==> config.mk <==
export PLATFORM = sky130hd
export DESIGN_NAME = bss_sequencer
export DESIGN_NICKNAME = d
export VERILOG_FILES = /design/src/rtl/bss_pkg.sv /design/src/rtl/bss_sync.sv /design/src/rtl/bss_gate_interlock.sv /design/src/rtl/bss_sequencer.sv
export VERILOG_INCLUDE_DIRS = /design/src /design/src/rtl
export SDC_FILE = /design/constraint.sdc
export NUM_CORES = 1
export LEC_CHECK = 0
export BUFFER_PORTS_ARGS = -buffer_cell sky130_fd_sc_hd__buf_2
export CAP_MARGIN = 20
export CORE_MARGIN = 2
export CORE_UTILIZATION = 45
export CTS_BUF_LIST = sky130_fd_sc_hd__clkbuf_4
export CTS_CLUSTER_SIZE = 10
export DETAILED_ROUTE_END_ITERATION = 10
export SYNTH_ARGS = -nofsm -noshare
export SYNTH_HDL_FRONTEND = slang
export SYNTH_SLANG_ARGS = --single-unit
==> constraint.sdc <==
create_clock -name clk -period 3 [get_ports clk]
set_input_delay 0.3 -clock clk [delete_from_list [all_inputs] [get_ports clk]]
set_output_delay 0.3 -clock clk [all_outputs]
set_load 0.02 [all_outputs]
==> src/rtl/bss_regs.svh <==
// timing and field constants for the buck start-up sequencer
// assumes a 40 MHz core clock; included by bare name
`ifndef BSS_REGS_SVH
`define BSS_REGS_SVH
`define BSS_CLK_MHZ 40
`define BSS_INIT_DELAY_US 6800
`define BSS_INIT_DELAY_CYC (`BSS_INIT_DELAY_US * `BSS_CLK_MHZ)
`define BSS_SAMPLE_MAX_US 3400
`define BSS_SAMPLE_MAX_CYC (`BSS_SAMPLE_MAX_US * `BSS_CLK_MHZ)
`define BSS_SS_US 6800
`define BSS_SS_CYC (`BSS_SS_US * `BSS_CLK_MHZ)
`define BSS_SS_STEPS 64
`define BSS_DUMMY_RUNS 2
`define BSS_OC_W 8
`define BSS_REF_W 7
`define BSS_CNT_W 20
// top bit of the sample-tick field: one trip step per 4096 cycles
`define BSS_OC_TICK_MSB 11
`define BSS_OC_MAX 8'hFF
`endif

==> src/rtl/bss_pkg.sv <==
// types for the buck start-up sequencer
// assumes bss_regs.svh for widths
`include "bss_regs.svh"
package bss_pkg;
  typedef enum logic [2:0] {
    BSS_WAIT_EN,
    BSS_DELAY,
    BSS_SAMPLE,
    BSS_SOFT,
    BSS_RUN,
    BSS_RETRY
  } bss_state_t;
  typedef logic [`BSS_OC_W-1:0] bss_oc_t;
  typedef logic [`BSS_REF_W-1:0] bss_ref_t;
endpackage : bss_pkg

==> src/rtl/bss_sync.sv <==
// two flip-flop synchroniser for a vector of pin levels
// assumes inputs are asynchronous to clk
`timescale 1ns/100ps
module bss_sync #(
  parameter int W = 1
) (
  input wire logic clk,
  input wire logic rst,
  input wire logic [W-1:0] din,
  output logic [W-1:0] dout
);
  logic [W-1:0] meta_q;
  always_ff @(posedge clk)
  begin
    if (rst)
    begin
      meta_q <= '0;
      dout <= '0;
    end
    else
    begin
      meta_q <= din;
      dout <= meta_q;
    end
  end
endmodule : bss_sync

==> src/rtl/bss_gate_interlock.sv <==
// adaptive dead-time interlock between the two gate drivers
// assumes synchronised monitor levels from the power stage
`timescale 1ns/100ps
module bss_gate_interlock (
  input wire logic clk,
  input wire logic rst,
  input wire logic enable,
  input wire logic pwm_high,
  input wire logic high_off_seen,
  input wire logic low_off_seen,
  output logic high_gate_q,
  output logic low_gate_q
);
  // each side turns on only after the other is seen off
  always_ff @(posedge clk)
  begin
    if (rst || !enable)
    begin
      high_gate_q <= 1'b0;
      low_gate_q <= 1'b0;
    end
    else
    begin
      high_gate_q <= pwm_high && !low_gate_q && low_off_seen;
      low_gate_q <= !pwm_high && !high_gate_q && high_off_seen;
    end
  end
endmodule : bss_gate_interlock

==> src/rtl/bss_sequencer.sv <==
// start-up, shutdown and hiccup sequencer for a synchronous buck controller
// assumes comparator levels arrive asynchronously from analog blocks;
// rst is the power-on reset, asserted while bias is below reset_threshold
`timescale 1ns/100ps
`include "bss_regs.svh"

// How it works
// - shutdown stops oscillator, gates low, re-arms
// - enable release starts full new initialization
// - bias above threshold starts init delay
// - enable low at power-up postpones initialization
// - timing starts at threshold crossing or enable release
// - fixed delay before sampling trip setting
// - delay: low gate off, trip current on
// - sample length grows with setting
// - held trip setting in counter, no decay
// - sample done starts soft-start at once
// - trip: two dummy time-outs, then retry
// - low side waits for high off
// - high side waits for low off
// - soft-start ramp in 64 equal steps
// - no resample during hiccup retries
module bss_sequencer #(
  parameter int INIT_DELAY_CYC = `BSS_INIT_DELAY_CYC,
  parameter int SAMPLE_MAX_CYC = `BSS_SAMPLE_MAX_CYC,
  parameter int SS_CYC = `BSS_SS_CYC
) (
  input wire logic clk,
  input wire logic rst,
  input wire logic enable_shutdown_pin,
  input wire logic trip_set_above,
  input wire logic overcurrent_protection,
  input wire logic pwm_high,
  input wire logic high_off_seen,
  input wire logic low_off_seen,
  output logic high_side_gate,
  output logic low_side_gate,
  output logic osc_run_q,
  output logic trip_set_current_q,
  output logic amp_enable_q,
  output bss_pkg::bss_oc_t trip_level_q,
  output bss_pkg::bss_ref_t soft_ref_q,
  output bss_pkg::bss_state_t state_q
);
  import bss_pkg::*;

  // ==========================================================
  // input synchronisers
  // ==========================================================
  logic [4:0] sync_out;
  logic en_s;
  logic trip_above_s;
  logic oc_s;
  logic hoff_s;
  logic loff_s;

  bss_sync #(.W(5)) u_sync (
    .clk(clk),
    .rst(rst),
    .din({enable_shutdown_pin, trip_set_above, overcurrent_protection,
          high_off_seen, low_off_seen}),
    .dout(sync_out)
  );
  assign en_s = sync_out[4];
  assign trip_above_s = sync_out[3];
  assign oc_s = sync_out[2];
  assign hoff_s = sync_out[1];
  assign loff_s = sync_out[0];

  // ==========================================================
  // sequence state machine
  // ==========================================================
  bss_state_t state_d;
  logic [`BSS_CNT_W-1:0] cnt_q;
  logic [`BSS_CNT_W-1:0] step_len;
  logic [1:0] dummy_q;
  logic [`BSS_OC_W:0] oc_step_q;
  logic cnt_done;
  logic sample_done;
  logic ss_done;
  logic step_tick;

  assign step_len = `BSS_CNT_W'(SS_CYC / `BSS_SS_STEPS);
  assign cnt_done = (cnt_q == `BSS_CNT_W'(INIT_DELAY_CYC - 1));
  // sample period stretches linearly with the setting up to the max
  assign sample_done = !trip_above_s || (trip_level_q == `BSS_OC_MAX) ||
                       (cnt_q == `BSS_CNT_W'(SAMPLE_MAX_CYC - 1));
  assign step_tick = (cnt_q == step_len - `BSS_CNT_W'(1));
  assign ss_done = step_tick && (oc_step_q == (`BSS_OC_W+1)'(`BSS_SS_STEPS - 1));

  always_comb
  begin
    state_d = state_q;
    case (state_q)
      BSS_WAIT_EN:
      begin
        // start on the synchronised enable level, not on an edge of it
        if (en_s)
        begin
          state_d = BSS_DELAY;
        end
      end
      BSS_DELAY:
      begin
        if (cnt_done)
        begin
          state_d = BSS_SAMPLE;
        end
      end
      BSS_SAMPLE:
      begin
        if (sample_done)
        begin
          state_d = BSS_SOFT;
        end
      end
      BSS_SOFT:
      begin
        // a trip during the ramp is treated like one in regulation
        if (oc_s)
        begin
          state_d = BSS_RETRY;
        end
        else if (ss_done)
        begin
          state_d = BSS_RUN;
        end
      end
      BSS_RUN:
      begin
        if (oc_s)
        begin
          state_d = BSS_RETRY;
        end
      end
      BSS_RETRY:
      begin
        // held trip level is reused; no return through sampling
        if (ss_done && dummy_q == 2'(`BSS_DUMMY_RUNS - 1))
        begin
          state_d = BSS_SOFT;
        end
      end
      default:
      begin
        state_d = BSS_WAIT_EN;
      end
    endcase
    // shutdown overrides every state, so a cut sequence always re-arms
    if (!en_s)
    begin
      state_d = BSS_WAIT_EN;
    end
  end

  always_ff @(posedge clk)
  begin
    if (rst)
    begin
      state_q <= BSS_WAIT_EN;
    end
    else
    begin
      state_q <= state_d;
    end
  end

  // ==========================================================
  // oscillator-clocked counters
  // ==========================================================
  // cleared on every state change so each phase times from zero
  always_ff @(posedge clk)
  begin
    if (rst || state_d != state_q)
    begin
      cnt_q <= '0;
    end
    else if ((state_q == BSS_SOFT || state_q == BSS_RETRY) && step_tick)
    begin
      cnt_q <= '0;
    end
    else if (state_q != BSS_WAIT_EN && state_q != BSS_RUN)
    begin
      cnt_q <= cnt_q + `BSS_CNT_W'(1);
    end
  end

  // ramp step counter, shared by real and dummy soft-start periods
  always_ff @(posedge clk)
  begin
    if (rst || state_d != state_q)
    begin
      oc_step_q <= '0;
    end
    else if ((state_q == BSS_SOFT || state_q == BSS_RETRY) && step_tick)
    begin
      if (ss_done)
      begin
        oc_step_q <= '0;
      end
      else
      begin
        oc_step_q <= oc_step_q + (`BSS_OC_W+1)'(1);
      end
    end
  end

  always_ff @(posedge clk)
  begin
    if (rst || state_q != BSS_RETRY)
    begin
      dummy_q <= '0;
    end
    else if (ss_done)
    begin
      dummy_q <= dummy_q + 2'(1);
    end
  end

  // ==========================================================
  // trip level sample and hold
  // ==========================================================
  // counter advances while the set voltage stays above the dac level
  // limitation: one step per sample tick, so a short phase holds zero
  always_ff @(posedge clk)
  begin
    if (rst)
    begin
      trip_level_q <= '0;
    end
    else if (state_q == BSS_DELAY)
    begin
      trip_level_q <= '0;
    end
    else if (state_q == BSS_SAMPLE && !sample_done &&
             cnt_q[`BSS_OC_TICK_MSB:0] == '1)
    begin
      trip_level_q <= trip_level_q + `BSS_OC_W'(1);
    end
  end

  // ==========================================================
  // soft-start reference ramp
  // ==========================================================
  always_ff @(posedge clk)
  begin
    if (rst || (state_q != BSS_SOFT && state_q != BSS_RUN))
    begin
      soft_ref_q <= '0;
    end
    else if (state_q == BSS_RUN)
    begin
      soft_ref_q <= `BSS_REF_W'(`BSS_SS_STEPS);
    end
    else if (step_tick)
    begin
      soft_ref_q <= `BSS_REF_W'(oc_step_q) + `BSS_REF_W'(1);
    end
  end

  // ==========================================================
  // output controls
  // ==========================================================
  // decoded from the next state so the pins move with the state register
  always_ff @(posedge clk)
  begin
    if (rst)
    begin
      osc_run_q <= 1'b0;
    end
    else
    begin
      osc_run_q <= (state_d == BSS_SOFT || state_d == BSS_RUN);
    end
  end

  always_ff @(posedge clk)
  begin
    if (rst)
    begin
      trip_set_current_q <= 1'b0;
    end
    else
    begin
      trip_set_current_q <= (state_d == BSS_DELAY || state_d == BSS_SAMPLE);
    end
  end

  // amplifier drops with the pin so the pull-down fights it only briefly
  always_ff @(posedge clk)
  begin
    if (rst)
    begin
      amp_enable_q <= 1'b0;
    end
    else
    begin
      amp_enable_q <= en_s;
    end
  end

  // gates only switch while the oscillator runs; held low during delay
  bss_gate_interlock u_gates (
    .clk(clk),
    .rst(rst),
    .enable(osc_run_q),
    .pwm_high(pwm_high),
    .high_off_seen(hoff_s),
    .low_off_seen(loff_s),
    .high_gate_q(high_side_gate),
    .low_gate_q(low_side_gate)
  );
endmodule : bss_sequencer

* Yosys cells after proc, flatten, opt, wreduce, memory -nomap -nowiden
Index checks and enable logic that the tools add are counted.
Widths: inputs -> output; s select.
** Cells by class
- Add/subtract/negate cells :: 5
- Multiply operators :: 0
- Divide/modulo/power cells :: 0
- $lt $le $gt $ge :: 0
- Equal/unequal tests :: 20
- Shift-type cells :: 0
- Mux-type cells :: 11
- Bitwise gates (word level) :: 0
- Reduce and logical (&&, ||, !) cells :: 32
** Operators by type and width (number)
- $mux 3 :: 7
- $add 20x1->20 const B :: 1
- $eq 20x13->1 const B :: 1
- $eq 20x18->1 const B :: 1
- $eq 20x19->1 const B :: 1
- $pmux 3 s6 :: 1
- $mux 7 :: 2
- $eq 12x12->1 const B :: 1
- $eq 3x2->1 const B :: 4
- $logic_and 1x1->1 :: 11
- $add 9x1->9 const B :: 1
- $eq 3x3->1 const B :: 3
- $eq 9x6->1 const B :: 1
- $logic_or 1x1->1 :: 9
- $mux 9 :: 1
- $add 8x1->8 const B :: 1
- $eq 8x8->1 const B :: 1
- $add 7x1->7 const B :: 1
- $eq 3x1->1 const B :: 2
- $logic_not 1->1 :: 6
- $ne 3x3->1 const B :: 2
- $reduce_or 2->1 :: 3
- $logic_not 3->1 :: 1
- $ne 3x2->1 const B :: 1
- other kinds (5) :: 5
** Storage, ports and cells
- Register bits :: 64
- Latch bits :: 0
- Bits in writable memories :: 0
- Memory bits (read-only) :: 0
- Output and inout port bits :: 23
- Memories kept :: 0

* Longest topological paths before layout
Gate-level depths: netlist of run 1.
- Depth in word-level cells :: 9
- Gate-level depth with buffers :: 11
- Depth with buffers taken out :: 8

* By module
Synthesis of run 1 repeated with hierarchy kept, for this count alone.
** Second synthesis, totals
- Cells, all modules :: 361
- Area total of the unflattened synthesis :: 3213.1 µm²
** Modules (own cells, without submodules)
- bss_sequencer :: instances 1, cells each 335, area each 2864.0 µm², sequential area each 1041.0 µm²
- bss_sync :: instances 1, cells each 20, area each 262.8 µm², sequential area each 200.2 µm²
- bss_gate_interlock :: instances 1, cells each 6, area each 86.3 µm², sequential area each 40.0 µm²

* Worst setup path before layout of run 1
Ideal clock, no wire load.
- Path kind :: register to register
- Start point :: register cnt_q[6]
- End point :: register cnt_q[18]
- Setup time :: 0.073 ns
- Arrival time :: 2.489 ns
- Slack :: 0.438 ns
- Stages on the path, launching flop included :: 11
- Buffers on the path :: 3
- Path through :: dfxtp_1 > or4b_4 > nor3_4 > and4_1 > buf_4 > nor2_1 > o41ai_2 > mux2_2 > buf_6 > buf_8 > nor3_2
** On the way
- Longest elaborated chain between the ends :: 9
- Elaborated cells on any way between the ends :: 18
** Ends and longest elaborated chain
- start, declared :: RTL line bss_sequencer.sv:74 : logic [`BSS_CNT_W-1:0] cnt_q;
- start signal, assigned :: RTL line bss_sequencer.sv:184 : cnt_q <= cnt_q + `BSS_CNT_W'(1);
- $eq 20x13->1 :: RTL line bss_sequencer.sv:88 : assign step_tick = (cnt_q == step_len - `BSS_CNT_W'(1));
- $logic_and 1x1->1 :: RTL line bss_sequencer.sv:89 : assign ss_done = step_tick && (oc_step_q == (`BSS_OC_W+1)'(`BSS_SS_STEPS - 1));
- $mux 3 / $logic_and 1x1->1 (equally long branches) :: RTL line bss_sequencer.sv:124, bss_sequencer.sv:139
- $mux 3, on equally long branches :: RTL line bss_sequencer.sv:120, bss_sequencer.sv:139
- $pmux 3 s6 :: RTL line bss_sequencer.sv:94 : case (state_q)
- $mux 3 :: RTL line bss_sequencer.sv:150 : if (!en_s)
- $ne 3x3->1 :: RTL line bss_sequencer.sv:174 : if (rst || state_d != state_q)
- $logic_or 1x1->1 :: RTL line bss_sequencer.sv:174
- $reduce_or 2->1 (no line)
Several ways; a longest one is shown, not always the timed one.
A chain may end at the register's enable or synchronous reset.

* Final worst setup path of run 1
- Start point :: register cnt_q[11]
- End point :: register oc_step_q[2]
** On the way
- Longest elaborated chain between the ends :: 8
- Elaborated cells on any way between the ends :: 17
** Ends and longest elaborated chain
- $eq 20x13->1 :: RTL line bss_sequencer.sv:88
- $logic_and 1x1->1 :: RTL line bss_sequencer.sv:89
- $mux 3 / $logic_and 1x1->1 (equally long branches) :: RTL line bss_sequencer.sv:124, bss_sequencer.sv:139
- $mux 3, on equally long branches :: RTL line bss_sequencer.sv:120, bss_sequencer.sv:139
- $pmux 3 s6 :: RTL line bss_sequencer.sv:94
- $mux 3 :: RTL line bss_sequencer.sv:150
- $ne 3x3->1 :: RTL line bss_sequencer.sv:191 : if (rst || state_d != state_q)
- $logic_or 1x1->1 :: RTL line bss_sequencer.sv:191
- end signal, assigned :: RTL line bss_sequencer.sv:203 : oc_step_q <= oc_step_q + (`BSS_OC_W+1)'(1);
- end, declared :: RTL line bss_sequencer.sv:77 : logic [`BSS_OC_W:0] oc_step_q;
Several ways; a longest one is shown, not always the timed one.

==> results.ini, run 1 <==
[run_status]
status = complete, no violations

[synthesis]
synth-async-reset-ratio_pct = 0
ys_ff_latch = 64
yosysSeqAreaShare_pct = 40.2
syn_area_per_cell_um2 = 8.98
syn_nets = 368
synth_cells = 355
ys_types = 53
synth_ff_type = dfxtp_1
syn_area_mm2 = 0.00319
yosys_warnings = 0
synth-edff-count = 0

[timing]
timing.hold.ws_ns = 0.0304
slew_headroom_pct = 38.4
tns_ns = 0
drv_slew = 0
finalHoldViolations = 0
setup_viol = 0
worstMarginPinSlew_ns = 0.925
rsz0062_at_grt = no
fin_crit_ns = 2.77
max_freq_mhz = 361
fin_skew_ns = 0.0199
timing.final.crit_share_pct = 92.5

[route]
totalWireLength_mm = 6.57
postRouteAntennaNets = 0
vias = 2554
drtPass1Iterations = 4
viasPerCell = 5.27
wl_per_cell_um = 13.5
initialDrtViolationCount = 123
drc = 0

[critical_path]
crit_arrival_ns = 3.08
start_kind = register
endpoint_kind = register
worstSetupPathType = register to register
crit_fanout = 29
required_ns = 3.30

[clock_network]
cts_sinks = 64
h-tree-depth = 3
cts_tree = built
cts_buffer_depth = 2
cts_made_buffers = 9
worstSkewPairLatency_ns = 0.42
clk_pin_slew_ns = 0.13
postCtsHoldBufs = 0
cts-root-buf = clkbuf_4

[floorplanning]
die_h_um = 88.2
start_util_pct = 46.7
core-area_mm2 = 0.00683
dieArea_mm2 = 0.00777
die_x_um = 88.2
io_pins = 31
rows = 30

[finish]
fin_cells = 485
area_delta_synth_final_pct = 12.5
diodes = 0
drive_gt1_share_pct = 22.1
layout_common_cells = dfxtp_1, nand2_1, nor2_1
layout_commonest_cell = dfxtp_1
finalNetCount = 397

[global_routing]
gr-total-overflow = 0
grt_usage_pct = 18.6
first_global_vias = 2312
grt_pass1_wl_mm = 11.1
grt_max_degree = 36
grt_antenna_before_repair = 0

[place]
gp_congestion = 0.841
dp.cells = 469
hpwl_mm = 4.60
numPortBuffers = 30

[worst_hold_path]
hold_path.class = input pin to register

[pwr]
powerDensity_mw_per_mm2 = 423
leakage_nw = 1.33
vdd_drop_max_mv = 0.169

[run]
maxCapViolCount = 0

==> cell families after synthesis <==
family	Yosys count	synth area share (%)
AO/OA/AOI/OAI	34	8.60
XOR/XNOR	35	9.62
adder cells (fa/ha/maj)	5	1.96
buffers and inverters	25	4.08
flip-flops	64	40.2
multiplexers	2	0.667
AND/OR/NAND/NOR	190	34.9
==> layer usage <==
layer / share of wire (%) / global-route usage (%)
met1: 53 / 27.0
met2: 42 / 26.1
met3: 3.3 / 4.24
met4: 1.6 / 8.26
met5: 0 / 0
==> flip-flops by register name (all words and copies together) (netlist names), 2 cells and up <==
signal,cells
trip_level_q,8
state_q,3
cnt_q,20
oc_step_q,9
dummy_q,2
soft_ref_q,7
u_sync.dout,5
u_sync.meta_q,5
==> where the power goes <==
group	internal, mW	switching, mW	total [mW]
combinational	0.0190	0.0323	0.0514
clock	0.260	0.342	0.602
sequential	0.858	0.00507	0.863
==> worst max-delay path, cell delays in order (launching register included) <==
cell and delay [ns]:
dfxtp_1 0.36, or4_1 0.59, nor2_1 0.26, and4_1 0.26, nor2_1 0.08, o41ai_2 0.24
mux2_2 0.40, buf_12 0.18, nor4_1 0.31
==> worst paths after layout <==
kind / from / to / slack (ns) / cells past startpoint
setup / recovery: cnt_q[11]$_SDFFE_PP0P_ / oc_step_q[2]$_SDFFE_PP0P_ / 0.23 / 8
hold / removal: pwm_high / u_gates.low_gate_q$_SDFF_PP0_ / 0.03 / 2
setup reg to reg: cnt_q[11]$_SDFFE_PP0P_ / oc_step_q[2]$_SDFFE_PP0P_ / 0.23 / 8
hold reg to reg: u_sync.dout[0]$_SDFF_PP0_ / u_gates.high_gate_q$_SDFF_PP0_ / 0.41 / 2
==> synth_stat cells (2+ instances only) <==
cell type,n,share of area [%]
nand2_1,38,4.5
ha_1,5,2.0
nand4_1,8,1.6
nor4b_1,2,0.55
and4_1,3,0.82
nor4b_2,4,1.9
nor2b_1,16,3.1
nor2_1,31,3.6
buf_2,2,0.31
a211oi_1,5,1.2
buf_4,2,0.47
or4_1,2,0.47
a2111oi_2,2,0.94
o31a_1,2,0.55
nor3_2,12,3.8
a21oi_1,10,1.6
and2_1,3,0.59
inv_1,6,0.71
or2_2,4,0.78
or3_1,3,0.59
nor3_1,17,2.7
dfxtp_1,64,40
nand3_1,17,2.7
buf_6,2,0.71
nor4_1,9,1.8
xnor2_1,13,3.6
and3_1,7,1.4
nor3b_1,4,0.94
xor2_1,22,6.0
o21ai_0,5,0.78
nand3b_1,3,0.71
clkbuf_1,11,1.3
==> timing repair <==
| item | 4_1_cts | 5_1_grt |
|---|---|---|
| setup buffers | 0 | 0 |
| endpoints found under the setup margin | 0 | 1 |
| gates resized for setup | 0 | 1 |
| endpoints found under the hold margin | 0 | 0 |
==> layout make-up <==
cell class                 instances  area, µm²
timing repair buffer              37        228
multi-input combinational        266       1790
inverter                           6       22.5
sequential                        64       1280
fill                             669       3250
clock inverter                     7       78.8
clock buffer                       9       67.6
tap                               96        120
==> through the flow <==
stage,total power [mW],area [µm²],util [%],setup slack (ns)
after floorplan,0.921,3190,-,0.438
after global placement,0.934,3430,50.3,0.294
after detailed placement,0.934,3430,50.3,0.225
after CTS,1.54,3580,52.4,0.165
after global routing,1.59,3590,52.5,0.0562
final,1.52,3590,52.5,0.226
(Power assumes the default switching activity.)
==> run 2, diff against run 1 <==
- PLACE_DENSITY: unset -> 0.65
==> results.ini, run 2 (synthesized netlist as in run 1, its figures left out) <==
[critical_path]
required_ns = 3.33  ; +0.03 ns
r2r-start = cnt_q[11]$_SDFFE_PP0P_
start_kind = register
worstSetupPathType = register to register
crit_path_start = cnt_q[11]$_SDFFE_PP0P_
crit_arrival_ns = 3.12  ; +0.04 ns
endpoint_kind = register
crit_fanout = 29  ; unchanged
r2r_cells = 8  ; unchanged

[worst_hold_path]
hold_start = pwm_high
hold_path.class = input pin to register
whs_path_depth = 2  ; unchanged

[pwr]
pwr-share-seq_pct = 54.3  ; -2.6 points
clkPwrFrac_pct = 42.4  ; +2.7 points
swShare_pct = 23.4  ; -1.6 points
powerDensity_mw_per_mm2 = 441  ; +4.4%
power_mw = 1.59  ; +4.7%
p_int_mw = 1.22  ; +6.9%
vdd_drop_max_mv = 0.182  ; +7.7%
leakage_nw = 1.35  ; +1.3%
p_switching_mw = 0.372  ; -1.9%
p_comb_share_pct = 3.3  ; about the same

[timing]
drv_slew = 0  ; unchanged
max_freq_mhz = 358  ; -0.77%
setup_viol = 0  ; unchanged
worstMarginPinSlew_ns = 0.882  ; -0.0427 ns
tns_ns = 0  ; unchanged
fin_skew_ns = 0.0113  ; -0.00853 ns
rsz0062_at_grt = no
fin_crit_ns = 2.80  ; +0.0215 ns
slew_headroom_pct = 41.2  ; +2.8 points
timing.final.crit_share_pct = 93.2  ; +0.72 points
finalHoldViolations = 0  ; unchanged

[clock_network]
cts_made_buffers = 9  ; unchanged
cts.repair.resized = 0  ; unchanged
cts_sinks = 64  ; unchanged
cts-root-buf = clkbuf_4
h-tree-depth = 3  ; unchanged
cts_tree = built
clk_pin_slew_ns = 0.12  ; about the same
post-cts-setup-buffers = 0  ; unchanged
postCtsHoldBufs = 0  ; unchanged
worstSkewPairLatency_ns = 0.43  ; about the same
cts_buffer_depth = 2  ; unchanged

[global_routing]
grt_pass1_wl_mm = 11.6  ; +5.2%
gr-total-overflow = 0  ; unchanged
grt_antenna_before_repair = 0  ; unchanged
grt_max_degree = 36  ; unchanged
first_global_vias = 2465  ; +6.6%
grt_usage_pct = 19.3  ; +0.76 points

[finish]
reg.largest.list = cnt_q: 20 flops, oc_step_q: 9 flops, trip_level_q: 8 flops
largest_reg_flops = 20  ; unchanged
drive_gt1_share_pct = 21.6  ; -0.51 points
diodes = 0  ; unchanged
finalNetCount = 397  ; unchanged
area_delta_synth_final_pct = 12.8
final_core_util_pct = 52.7  ; +0.16 points
seq_area_mm2 = 0.00128  ; unchanged
multiInputGateArea_mm2 = 0.00178  ; -0.28%
layout_commonest_cell = dfxtp_1
layout_common_cells = dfxtp_1, nand2_1, nor2_1
regMostFlops = cnt_q
fillers = 665  ; -0.60%

[place]
numPortBuffers = 30  ; unchanged
gp_congestion = 0.833  ; -1.0%
hpwl_mm = 4.78  ; +3.8%

[floorplanning]
start_util_pct = 46.7  ; unchanged
die_h_um = 88.2  ; unchanged
rows = 30  ; unchanged
io_pins = 31  ; unchanged
core-area_mm2 = 0.00683  ; unchanged
die_x_um = 88.2  ; unchanged
dieArea_mm2 = 0.00777  ; unchanged

[route]
postRouteAntennaNets = 0  ; unchanged
viasPerCell = 5.38  ; +2.2%
drc = 0  ; unchanged
totalWireLength_mm = 6.79  ; +3.5%
vias = 2609  ; +2.2%
drtPass1Iterations = 4  ; unchanged
wl_per_cell_um = 14.0  ; +3.5%
initialDrtViolationCount = 167  ; +36%

[run_status]
status = complete, no violations

[run]
maxCapViolCount = 0  ; unchanged

-- run 2: metal layers --
metal | up-vias | GRT usage (%) | wire length [µm] | share of wire [%]
li1 | 1319 | - | - | -
met1 | 1223 | 26.5 | 3300 | 49
met2 | 56 | 28.8 | 3020 | 44
met3 | 11 | 5.75 | 353 | 5.2
met4 | 0 | 7.16 | 116 | 1.7
met5 | - | 0 | 0 | 0
-- run 2: worst max-delay path, cell delays in order, from the launching register on --
cell	delay, ns
dfxtp_1	0.35
or4_1	0.55
nor3_1	0.28
nand3_1	0.11
and2_1	0.20
o41ai_2	0.34
mux2_2	0.40
buf_12	0.18
nor4_1	0.28
-- run 2: cell type report --
| class | instances | share of cell area (%) |
|---|---|---|
| multi-input cells | 266 | 49.6 |
| flip-flops and latches | 64 | 35.6 |
| repair buffers | 37 | 6.33 |
| well taps | 96 | 3.34 |
| clock inverters | 7 | 2.64 |
| clock buffers | 9 | 1.88 |
| inverters | 6 | 0.626 |
-- run 2: through the flow --
| step | instance area [µm²] | instances | hold slack [ns] | worst slack (ns) |
|---|---|---|---|---|
| after global routing | 3600 | 485 | 0.00736 | 0.0586 |
| final | 3600 | 485 | 0.0259 | 0.205 |
| after global placement | 3430 | 469 | 0.400 | 0.319 |
| after detailed placement | 3430 | 469 | 0.413 | 0.212 |
| after floorplan | 3190 | 355 | 0.377 | 0.438 |
| after CTS | 3600 | 485 | 0.0188 | 0.188 |
-- run 2: final timing paths --
path / to / slack, ns
worst max-delay path: cnt_q[8]$_SDFFE_PP0P_ / 0.20
worst min-delay path: u_gates.low_gate_q$_SDFF_PP0_ / 0.03
worst max register to register: cnt_q[8]$_SDFFE_PP0P_ / 0.20
worst min register to register: u_gates.high_gate_q$_SDFF_PP0_ / 0.42
-- run 2: power by group through the flow --
stage | clock [mW] | sequential (mW) | combinational (mW)
after floorplan | 0 | 0.881 | 0.0393
after global placement | 0 | 0.882 | 0.0517
after detailed placement | 0 | 0.882 | 0.0528
after CTS | 0.686 | 0.862 | 0.0527
after global routing | 0.734 | 0.864 | 0.0575
final | 0.673 | 0.862 | 0.0524
